[config.mk]
export PLATFORM = sky130hd
export DESIGN_NAME = gpc_port
export DESIGN_NICKNAME = d
export VERILOG_FILES = /design/src/gpc_pkg.sv /design/src/gpc_cfg_if.sv /design/src/gpc_pad_ctrl.sv /design/src/gpc_port.sv
export SDC_FILE = /design/constraint.sdc
export NUM_CORES = 1
export LEC_CHECK = 0
export BUFFER_PORTS_ARGS = -buffer_cell sky130_fd_sc_hd__buf_2
export CORE_UTILIZATION = 35
export DETAILED_ROUTE_END_ITERATION = 16
export HOLD_SLACK_MARGIN = 0.02
export PLACE_DENSITY = 0.72
export REMOVE_ABC_BUFFERS = 1
export SYNTH_ARGS = -nofsm -noshare
export SYNTH_HDL_FRONTEND = slang
export SYNTH_SLANG_ARGS = --single-unit
[constraint.sdc]
create_clock -name pclk -period 2.4 [get_ports pclk]
set_input_delay 0.48 -clock pclk [delete_from_list [all_inputs] [get_ports pclk]]
set_output_delay 0.48 -clock pclk [all_outputs]
set_load 0.02 [all_outputs]
[src/gpc_pkg.sv]
// Purpose: shared constants for the four-pin port with ganged drive
// Assumes: APB byte addressing of word registers, 32-bit data, four port pins
// Notes: reset values clear every setting so all pins float as inputs

// ============================================================
// package
package gpc_pkg;
    // number of port pins
    localparam int GPC_NPINS = 4;
    // register byte offsets
    localparam logic [7:0] GPC_OFF_DATA = 8'h00;
    localparam logic [7:0] GPC_OFF_DIR = 8'h04;
    localparam logic [7:0] GPC_OFF_PULL = 8'h08;
    localparam logic [7:0] GPC_OFF_SLEW = 8'h0c;
    localparam logic [7:0] GPC_OFF_DRIVE = 8'h10;
    localparam logic [7:0] GPC_OFF_GANG = 8'h14;
    // gang control field positions
    localparam int GPC_GANG_EN_BIT = 0;
    localparam int GPC_GANG_SEL_LO = 1;
    localparam int GPC_GANG_SEL_HI = 7;
    // reset values
    localparam logic [3:0] GPC_RST_PORT = 4'h0;
    localparam logic [7:0] GPC_RST_GANG = 8'h00;

    // direction after the gang enable forces pin zero to output
    function automatic logic [3:0] gpc_eff_dir(input logic [3:0] dir,
                                               input logic gang_en);
        gpc_eff_dir = dir | {3'h0, gang_en};
    endfunction
endpackage

[src/gpc_cfg_if.sv]
// Purpose: carries port settings from the register block to the pad stage
// Assumes: single pclk domain
// Notes: gang_mask bit 0 is always low, pin zero is the gang source

`timescale 1ns/1ns

// ============================================================
// settings carrier
interface gpc_cfg_if;
    logic [3:0] data;      // latched data
    logic [3:0] dir;       // direction bits
    logic [3:0] pull;      // pull enable bits
    logic [3:0] slew;      // slew enable bits
    logic [3:0] drive;     // drive select bits
    logic gang_en;         // gang enable
    logic [3:0] gang_mask; // ganged pins of this port

    // register side
    modport regs (output data, dir, pull, slew, drive, gang_en, gang_mask);
    // pad side
    modport pads (input data, dir, pull, slew, drive, gang_en, gang_mask);
endinterface

[src/gpc_pad_ctrl.sv]
// Purpose: turns port settings into registered pad controls
// Assumes: settings come from the register block through gpc_cfg_if
// Notes: pad controls follow the settings one clock later

`timescale 1ns/1ns

// ============================================================
// pad control stage
module gpc_pad_ctrl
    import gpc_pkg::*;
(
    // clock and reset
    input wire logic pclk,
    input wire logic presetn,
    // settings
    gpc_cfg_if.pads cfg,
    // pad controls
    output logic [3:0] pad_o,
    output logic [3:0] pad_oe,
    output logic [3:0] pad_pull,
    output logic [3:0] pad_slew,
    output logic [3:0] pad_drive
);
    logic [3:0] o_d, oe_d, pull_d, slew_d, drive_d;
    logic [3:0] o_q, oe_q, pull_q, slew_q, drive_q;
    logic [3:0] edir; // effective direction
    logic [3:0] gsel; // pins slaved to pin zero

    // next pad state
    always_comb begin
        edir = gpc_eff_dir(cfg.dir, cfg.gang_en);
        gsel = cfg.gang_mask & {4{cfg.gang_en}};
        for (int i = 0; i < 4; i++) begin
            o_d[i] = gsel[i] ? cfg.data[0] : cfg.data[i];
            slew_d[i] = (gsel[i] ? cfg.slew[0] : cfg.slew[i]) & edir[i];
            drive_d[i] = (gsel[i] ? cfg.drive[0] : cfg.drive[i]) & edir[i];
            pull_d[i] = cfg.pull[i] & ~edir[i];
        end
        oe_d = edir;
    end

    // pad state registers
    always_ff @(posedge pclk or negedge presetn) begin
        if (!presetn) begin
            o_q <= 4'h0;
            oe_q <= 4'h0;
            pull_q <= 4'h0;
            slew_q <= 4'h0;
            drive_q <= 4'h0;
        end else begin
            o_q <= o_d;
            oe_q <= oe_d;
            pull_q <= pull_d;
            slew_q <= slew_d;
            drive_q <= drive_d;
        end
    end

    assign pad_o = o_q;
    assign pad_oe = oe_q;
    assign pad_pull = pull_q;
    assign pad_slew = slew_q;
    assign pad_drive = drive_q;
endmodule

[src/gpc_port.sv]
// Purpose: four-pin port registers with write-once ganged drive
// Assumes: APB slave on pclk, pins synchronous to pclk
// Notes: zero wait states, unmapped offsets answer with pslverr
//
// How it works
// - direction bit set enables pin driver
// - data read: input pins live, outputs latched
// - pull bit connects pull-up to pin
// - outputs always have pull-up disconnected
// - slew bit controls output slew only
// - drive bit set selects high drive
// - gang pin selects in bits seven to one
// - ganged pins copy pin zero data, slew and drive
// - selects act only with gang enable
// - gang control bit zero enables ganging
// - gang enable forces pin zero output
// - data writes latched, driven on outputs
// - reset clears data, pins float undriven
//
// The register addresses and the APB register port were decided locally.

`timescale 1ns/1ns

// ============================================================
// port top
module gpc_port
    import gpc_pkg::*;
(
    // clock and reset
    input wire logic pclk,
    input wire logic presetn,
    // apb slave
    input wire logic psel,
    input wire logic penable,
    input wire logic pwrite,
    input wire logic [7:0] paddr,
    input wire logic [31:0] pwdata,
    output logic [31:0] prdata,
    output logic pready,
    output logic pslverr,
    // pins
    input wire logic [3:0] pin_i,
    output logic [3:0] pin_o,
    output logic [3:0] pin_oe,
    // pad controls
    output logic [3:0] pull_en,
    output logic [3:0] slew_en,
    output logic [3:0] drive_hi
);
    // ========================================================
    // state
    logic [3:0] port_data_latch_q, port_data_latch_d;
    logic [3:0] pin_direction_bits_q, pin_direction_bits_d;
    logic [3:0] pull_enable_bits_q, pull_enable_bits_d;
    logic [3:0] slew_enable_bits_q, slew_enable_bits_d;
    logic [3:0] drive_select_bits_q, drive_select_bits_d;
    logic [7:0] gang_control_q, gang_control_d;
    logic gang_written_q, gang_written_d; // first write seen
    logic [31:0] rdata_q, rdata_d;        // read data
    logic err_q, err_d;                   // unmapped offset

    // bus decode helpers
    logic setup;      // setup cycle
    logic wr_acc;     // write takes effect
    logic mapped;     // offset hits a register
    logic [3:0] edir; // effective direction
    logic [3:0] data_view; // data read-back

    // gang fields
    logic gang_enable;
    logic [7:1] gang_pin_select;

    // ========================================================
    // bus decode
    assign setup = psel & ~penable;
    assign wr_acc = psel & penable & pwrite & ~err_q;
    assign pready = 1'b1;
    assign gang_enable = gang_control_q[GPC_GANG_EN_BIT];
    assign gang_pin_select = gang_control_q[GPC_GANG_SEL_HI:GPC_GANG_SEL_LO];
    assign edir = gpc_eff_dir(pin_direction_bits_q, gang_enable);

    assign data_view = (pin_i & ~edir) | (port_data_latch_q & edir);

    // offset check
    always_comb begin
        if (paddr == GPC_OFF_DATA) begin
            mapped = 1'b1;
        end else if (paddr == GPC_OFF_DIR) begin
            mapped = 1'b1;
        end else if (paddr == GPC_OFF_PULL) begin
            mapped = 1'b1;
        end else if (paddr == GPC_OFF_SLEW) begin
            mapped = 1'b1;
        end else if (paddr == GPC_OFF_DRIVE) begin
            mapped = 1'b1;
        end else if (paddr == GPC_OFF_GANG) begin
            mapped = 1'b1;
        end else begin
            mapped = 1'b0;
        end
    end

    // ========================================================
    // read data and error, captured in the setup cycle
    always_comb begin
        rdata_d = rdata_q;
        err_d = err_q;
        if (setup) begin
            err_d = ~mapped;
            if (paddr == GPC_OFF_DATA) begin
                rdata_d = {28'h0, data_view};
            end else if (paddr == GPC_OFF_DIR) begin
                rdata_d = {28'h0, pin_direction_bits_q};
            end else if (paddr == GPC_OFF_PULL) begin
                rdata_d = {28'h0, pull_enable_bits_q};
            end else if (paddr == GPC_OFF_SLEW) begin
                rdata_d = {28'h0, slew_enable_bits_q};
            end else if (paddr == GPC_OFF_DRIVE) begin
                rdata_d = {28'h0, drive_select_bits_q};
            end else if (paddr == GPC_OFF_GANG) begin
                rdata_d = {24'h0, gang_control_q};
            end else begin
                rdata_d = 32'h0;
            end
        end
    end

    // read path registers
    always_ff @(posedge pclk or negedge presetn) begin
        if (!presetn) begin
            rdata_q <= 32'h0;
            err_q <= 1'b0;
        end else begin
            rdata_q <= rdata_d;
            err_q <= err_d;
        end
    end

    // error only shows in the access phase
    assign prdata = rdata_q;
    assign pslverr = psel & penable & err_q;

    // ========================================================
    // register writes
    always_comb begin
        port_data_latch_d = port_data_latch_q;
        pin_direction_bits_d = pin_direction_bits_q;
        pull_enable_bits_d = pull_enable_bits_q;
        slew_enable_bits_d = slew_enable_bits_q;
        drive_select_bits_d = drive_select_bits_q;
        gang_control_d = gang_control_q;
        gang_written_d = gang_written_q;
        if (wr_acc) begin
            if (paddr == GPC_OFF_DATA) begin
                port_data_latch_d = pwdata[3:0];
            end else if (paddr == GPC_OFF_DIR) begin
                pin_direction_bits_d = pwdata[3:0];
            end else if (paddr == GPC_OFF_PULL) begin
                pull_enable_bits_d = pwdata[3:0];
            end else if (paddr == GPC_OFF_SLEW) begin
                slew_enable_bits_d = pwdata[3:0];
            end else if (paddr == GPC_OFF_DRIVE) begin
                drive_select_bits_d = pwdata[3:0];
            end else if (paddr == GPC_OFF_GANG) begin
                if (!gang_written_q) begin
                    gang_control_d = pwdata[7:0];
                    gang_written_d = 1'b1;
                end
            end
        end
    end

    // register state
    always_ff @(posedge pclk or negedge presetn) begin
        if (!presetn) begin
            port_data_latch_q <= GPC_RST_PORT;
            pin_direction_bits_q <= GPC_RST_PORT;
            pull_enable_bits_q <= GPC_RST_PORT;
            slew_enable_bits_q <= GPC_RST_PORT;
            drive_select_bits_q <= GPC_RST_PORT;
            gang_control_q <= GPC_RST_GANG;
            gang_written_q <= 1'b0;
        end else begin
            port_data_latch_q <= port_data_latch_d;
            pin_direction_bits_q <= pin_direction_bits_d;
            pull_enable_bits_q <= pull_enable_bits_d;
            slew_enable_bits_q <= slew_enable_bits_d;
            drive_select_bits_q <= drive_select_bits_d;
            gang_control_q <= gang_control_d;
            gang_written_q <= gang_written_d;
        end
    end

    // ========================================================
    // pad stage
    gpc_cfg_if cfg ();

    assign cfg.data = port_data_latch_q;
    assign cfg.dir = pin_direction_bits_q;
    assign cfg.pull = pull_enable_bits_q;
    assign cfg.slew = slew_enable_bits_q;
    assign cfg.drive = drive_select_bits_q;
    assign cfg.gang_en = gang_enable;
    // selects of pins one to three
    assign cfg.gang_mask = {gang_pin_select[3:1], 1'b0};

    gpc_pad_ctrl u_pads (
        .pclk(pclk),
        .presetn(presetn),
        .cfg(cfg),
        .pad_o(pin_o),
        .pad_oe(pin_oe),
        .pad_pull(pull_en),
        .pad_slew(slew_en),
        .pad_drive(drive_hi)
    );

    // ========================================================
    // checks
    logic rd_data_acc; // read of data offset in access phase
    assign rd_data_acc = psel & penable & ~pwrite & (paddr == GPC_OFF_DATA);

    a_dir_to_oe: assert property (@(posedge pclk) disable iff (!presetn)
        ##1 pin_oe[3:1] == $past(pin_direction_bits_q[3:1]))
        else $error("pin driver does not follow direction");

    a_read_view: assert property (@(posedge pclk) disable iff (!presetn)
        rd_data_acc |-> prdata[3:0] == $past(data_view))
        else $error("data read-back wrong");

    a_pull_input: assert property (@(posedge pclk) disable iff (!presetn)
        ##1 pull_en == $past(pull_enable_bits_q & ~edir))
        else $error("pull-up does not follow pull bit");

    a_pull_off_out: assert property (@(posedge pclk) disable iff (!presetn)
        (pin_oe & pull_en) == 4'h0)
        else $error("pull-up active on output");

    // slew and drive gated by input
    a_input_quiet: assert property (@(posedge pclk) disable iff (!presetn)
        ((slew_en | drive_hi) & ~pin_oe) == 4'h0)
        else $error("slew or drive active on input");

    a_drive_src: assert property (@(posedge pclk) disable iff (!presetn)
        (!gang_enable && pin_direction_bits_q[2]) ##1 1'b1
        |-> drive_hi[2] == $past(drive_select_bits_q[2]))
        else $error("drive select not applied");

    a_gang_copy: assert property (@(posedge pclk) disable iff (!presetn)
        (gang_enable && gang_pin_select[1])
        |=> pin_o[1] == pin_o[0])
        else $error("ganged pin differs from pin zero");

    a_gang_off: assert property (@(posedge pclk) disable iff (!presetn)
        !gang_enable |=> pin_o == $past(port_data_latch_q))
        else $error("pin data not its own without gang");

    a_pin0_forced: assert property (@(posedge pclk) disable iff (!presetn)
        gang_enable |=> pin_oe[0])
        else $error("pin zero not driven while ganged");

    a_data_write: assert property (@(posedge pclk) disable iff (!presetn)
        (wr_acc && paddr == GPC_OFF_DATA)
        |=> port_data_latch_q == $past(pwdata[3:0]))
        else $error("data write not latched");

    a_idle_float: assert property (@(posedge pclk) disable iff (!presetn)
        (pin_direction_bits_q == 4'h0 && !gang_enable)
        |=> pin_oe == 4'h0)
        else $error("pin driven while all inputs");

    a_once_hold: assert property (@(posedge pclk) disable iff (!presetn)
        (gang_written_q && wr_acc && paddr == GPC_OFF_GANG)
        |=> $stable(gang_control_q))
        else $error("gang control changed after first write");

    // scenarios
    c_gang_on: cover property (@(posedge pclk) disable iff (!presetn)
        $rose(gang_enable));
    c_read_input: cover property (@(posedge pclk) disable iff (!presetn)
        rd_data_acc && edir != 4'hf);
    c_second_gang: cover property (@(posedge pclk) disable iff (!presetn)
        gang_written_q && wr_acc && paddr == GPC_OFF_GANG);
endmodule

==> flow_summary_export.csv <==
group,metric,value,unit
status,status,"completed",
sta,rsz0062_at_grt,"no",
cts,cts_buffers,9,
cts,cts_buffer_depth,2,
place,dpl.hpwl,4119,µm
sta,setup_tns,0,ns
place,numPortBuffers,53,
cts,clk_latency,0.33,ns
floorplanning,core,7292,µm²
place,dp.cells,367,
global_route,grt_max_degree,22,
yosys,seq_area_frac_synth,54.72,%
critical_path,reg2reg_depth,4,
cts,holdBufCountCts,0,
critical_path,cp.arrival,2.15,ns
yosys,synth_area_per_cell,12.40,µm²
place,gp_congestion,0.8080,
routing,drt-initial-drc-count,59,
cells_and_area,stdcell_count,383,
critical_path,regToRegStartpoint,"cfg.dir[1]",
sta,setup-violations-final,0,
floorplanning,dieArea,7931,µm²
cells_and_area,diodes,0,
pwr,p_leak,1.668,nW
yosys,ys_ff_latch,58,
critical_path,crit_path_max_fanout,6,
routing,vias,1840,
cells_and_area,layout-drive-gt1-share,41.20,%
job,cap_viol_max_count,0,
sta,hold_violations,0,
cts,htree_levels,3,
global_route,grt_pass1_wl,8811,µm
floorplanning,top_level_ports,103,
cells_and_area,area_delta_synth_final,20.61,%
sta,drv_slew,0,
yosys,netlist_instances,214,
sta,skew,0.004518,ns
critical_path,critPathLaunchType,"primary input",
cts,cts-root-buf,"clkbuf_8",
critical_path,required,2.62,ns
global_route,grt.total_usage,15.58,%
pwr,p_sw_share,23.02,%
worst_hold_path,hold_path.class,"primary input to async pin",
cells_and_area,mostFrequentLayoutCells,"dfrtp_1 (58), buf_2 (53), mux2_2 (35)",
cts,cts_sinks,58,
cells_and_area,nets,328,
routing,routedWlPerCell,15.14,µm
routing,first_pass_iters,4,
cells_and_area,layout_commonest_cell,"dfrtp_1",
global_route,grt_overflow,0,
pwr,p_per_area,665.1,nW/µm²
cts,cts_resized,0,
routing,routed_wirelength,5800,µm
cts,cts_tree,"yes",
critical_path,cp-end-kind,"flop",
global_route,grt_pass1_vias,1699,
sta,fmax,0.5189,GHz
critical_path,worst-setup-path-type,"primary input to flop",
routing,vias_per_cell,4.804,
routing,postRouteAntennaNets,0,
pwr,p_int,0.001638,W
sta,fin_crit_sh,80.29,%
floorplanning,die_h,89.06,µm
critical_path,r2r_end,"prdata[1]",
pwr,p_seq_share,46.7,%
global_route,antenna_found_initial,0,
cts,post_cts_buffers,0,
routing,drc,0,
pwr,switchingPower,0.0004897,W
cts,clk_pin_slew,0.07,ns
floorplanning,die_w,89.06,µm
floorplanning,rows,31,
critical_path,reg2reg_setup_slack,0.59,ns
yosys,synth_area,2653,µm²
pwr,ir_drop,308.6,µV
sta,period_needed,1.927,ns
pwr,power_frac_clock,46.4,%
yosys,synth_cell_types,39,
pwr,pwr-share-comb,6.9,%
floorplanning,start_util,36.38,%
yosys,synth_warnings,0,
per-stage QoR:
| stage | total power [W] | utilization [%] | area, µm² | hold WS [ns] | worst slack [ns] |
|---|---|---|---|---|---|
| 3_3_place_gp | 0.001155 | 40.87 | 2980 | 0.4479 | 0.1664 |
| 6_report | 0.002128 | 43.87 | 3199 | 0.08698 | 0.4730 |
| 4_1_cts | 0.002150 | 43.87 | 3199 | 0.08749 | 0.5030 |
| 3_5_place_dp | 0.001158 | 40.87 | 2980 | 0.4545 | 0.1454 |
| 5_1_grt | 0.002205 | 43.87 | 3199 | 0.1074 | 0.4370 |
| 2_1_floorplan | 0.001082 | - | 2531 | 0.1844 | 0.4355 |
power by group through the flow:
stage,clock network [W],registers (W),logic (W)
global route,0.00105,0.000994,0.000162
CTS,0.00101,0.000993,0.000146
global placement,0,0.00101,0.000144
detailed placement,0,0.00101,0.000146
finish,0.000988,0.000994,0.000146
floorplan,0,0.00101,0.0000691
worst max-delay path by stage:
stage,startpoint,endpoint,slack (ns),depth (start not counted)
after floorplan,paddr[5],gang_control_q[0],0.44,3
after CTS,paddr[5],cfg.data[3],0.50,5
after global placement,paddr[5],cfg.data[2],0.17,5
after detailed placement,paddr[5],cfg.data[1],0.15,5
after global routing,paddr[5],cfg.pull[1],0.44,5
final,paddr[5],cfg.pull[1],0.47,5
metal layers:
layer  global-route usage, %  share of wire, %  routed length, µm
met3                   3.878               5.0                289
met4                   7.359               1.6                 91
met2                   24.83                49               2845
met1                   20.01                44               2574
met5                       0                 0                  0
synthesized netlist by cell type:
| cell type | instances | area share, % |
|---|---|---|
| dfrtp_1 | 58 | 55 |
| mux2_2 | 35 | 15 |
| buf_4 | 25 | 7.1 |
| nand2_1 | 13 | 1.8 |
| a22o_1 | 7 | 2.3 |
| nand3_1 | 7 | 1.3 |
| nor2b_1 | 7 | 1.7 |
| a21boi_0 | 6 | 1.7 |
| a21oi_1 | 5 | 0.94 |
| o21ai_0 | 5 | 0.94 |
| nand4_1 | 4 | 0.94 |
| a31oi_1 | 3 | 0.71 |
| clkbuf_1 | 3 | 0.42 |
| nor2_1 | 3 | 0.42 |
| nor3_1 | 3 | 0.57 |
| a211oi_1 | 2 | 0.57 |
| and3_1 | 2 | 0.47 |
| conb_1 | 2 | 0.28 |
| inv_1 | 2 | 0.28 |
| mux2i_1 | 2 | 0.75 |
| nand2b_1 | 2 | 0.47 |
| a2111oi_0 | 1 | 0.33 |
| a221o_1 | 1 | 0.38 |
| a41o_1 | 1 | 0.38 |
| and2_1 | 1 | 0.24 |
| and2b_1 | 1 | 0.28 |
| and4_1 | 1 | 0.33 |
| and4b_1 | 1 | 0.38 |
| buf_1 | 1 | 0.14 |
| buf_2 | 1 | 0.19 |
| mux2_1 | 1 | 0.42 |
| mux4_2 | 1 | 0.85 |
| nor2_2 | 1 | 0.24 |
| nor3b_1 | 1 | 0.28 |
| nor4_4 | 1 | 0.80 |
| o21ba_2 | 1 | 0.38 |
| o32a_1 | 1 | 0.38 |
| or3b_2 | 1 | 0.33 |
| or4_4 | 1 | 0.42 |
critical path, cell delays in order:
cell,delay (ns)
buf_2,0.10
or4_4,0.57
nor2_2,0.21
nand4_1,0.37
mux2_1,0.43
layout make-up:
class                      instances  area [µm²]
clock buffer                      11       141.4
multi-input combinational        147        1072
inverter                           2       7.507
tap                               99       123.9
sequential                        58        1451
clock inverter                     5       77.57
timing repair buffer              61       325.3
fill                             725        4093
kinds of logic after synthesis:
group	synth area share, %
mux	16.89
flops	54.72
compound gates	9.009
simple gates	10.99
other cells	0.2831
buf+inv	8.113
flip-flops by register name (all words and copies together) (netlist names):
register and count:
cfg.dir 4, u_pads.pad_drive 4, cfg.pull 4, cfg.data 4
cfg.drive 4, gang_control_q 8, u_pads.pad_oe 4, u_pads.pad_pull 4
prdata 8, gang_written_q 1, u_pads.pad_slew 4, u_pads.pad_o 4
cfg.slew 4, err_q 1
No activity file was read; power rests on OpenSTA's default activity.
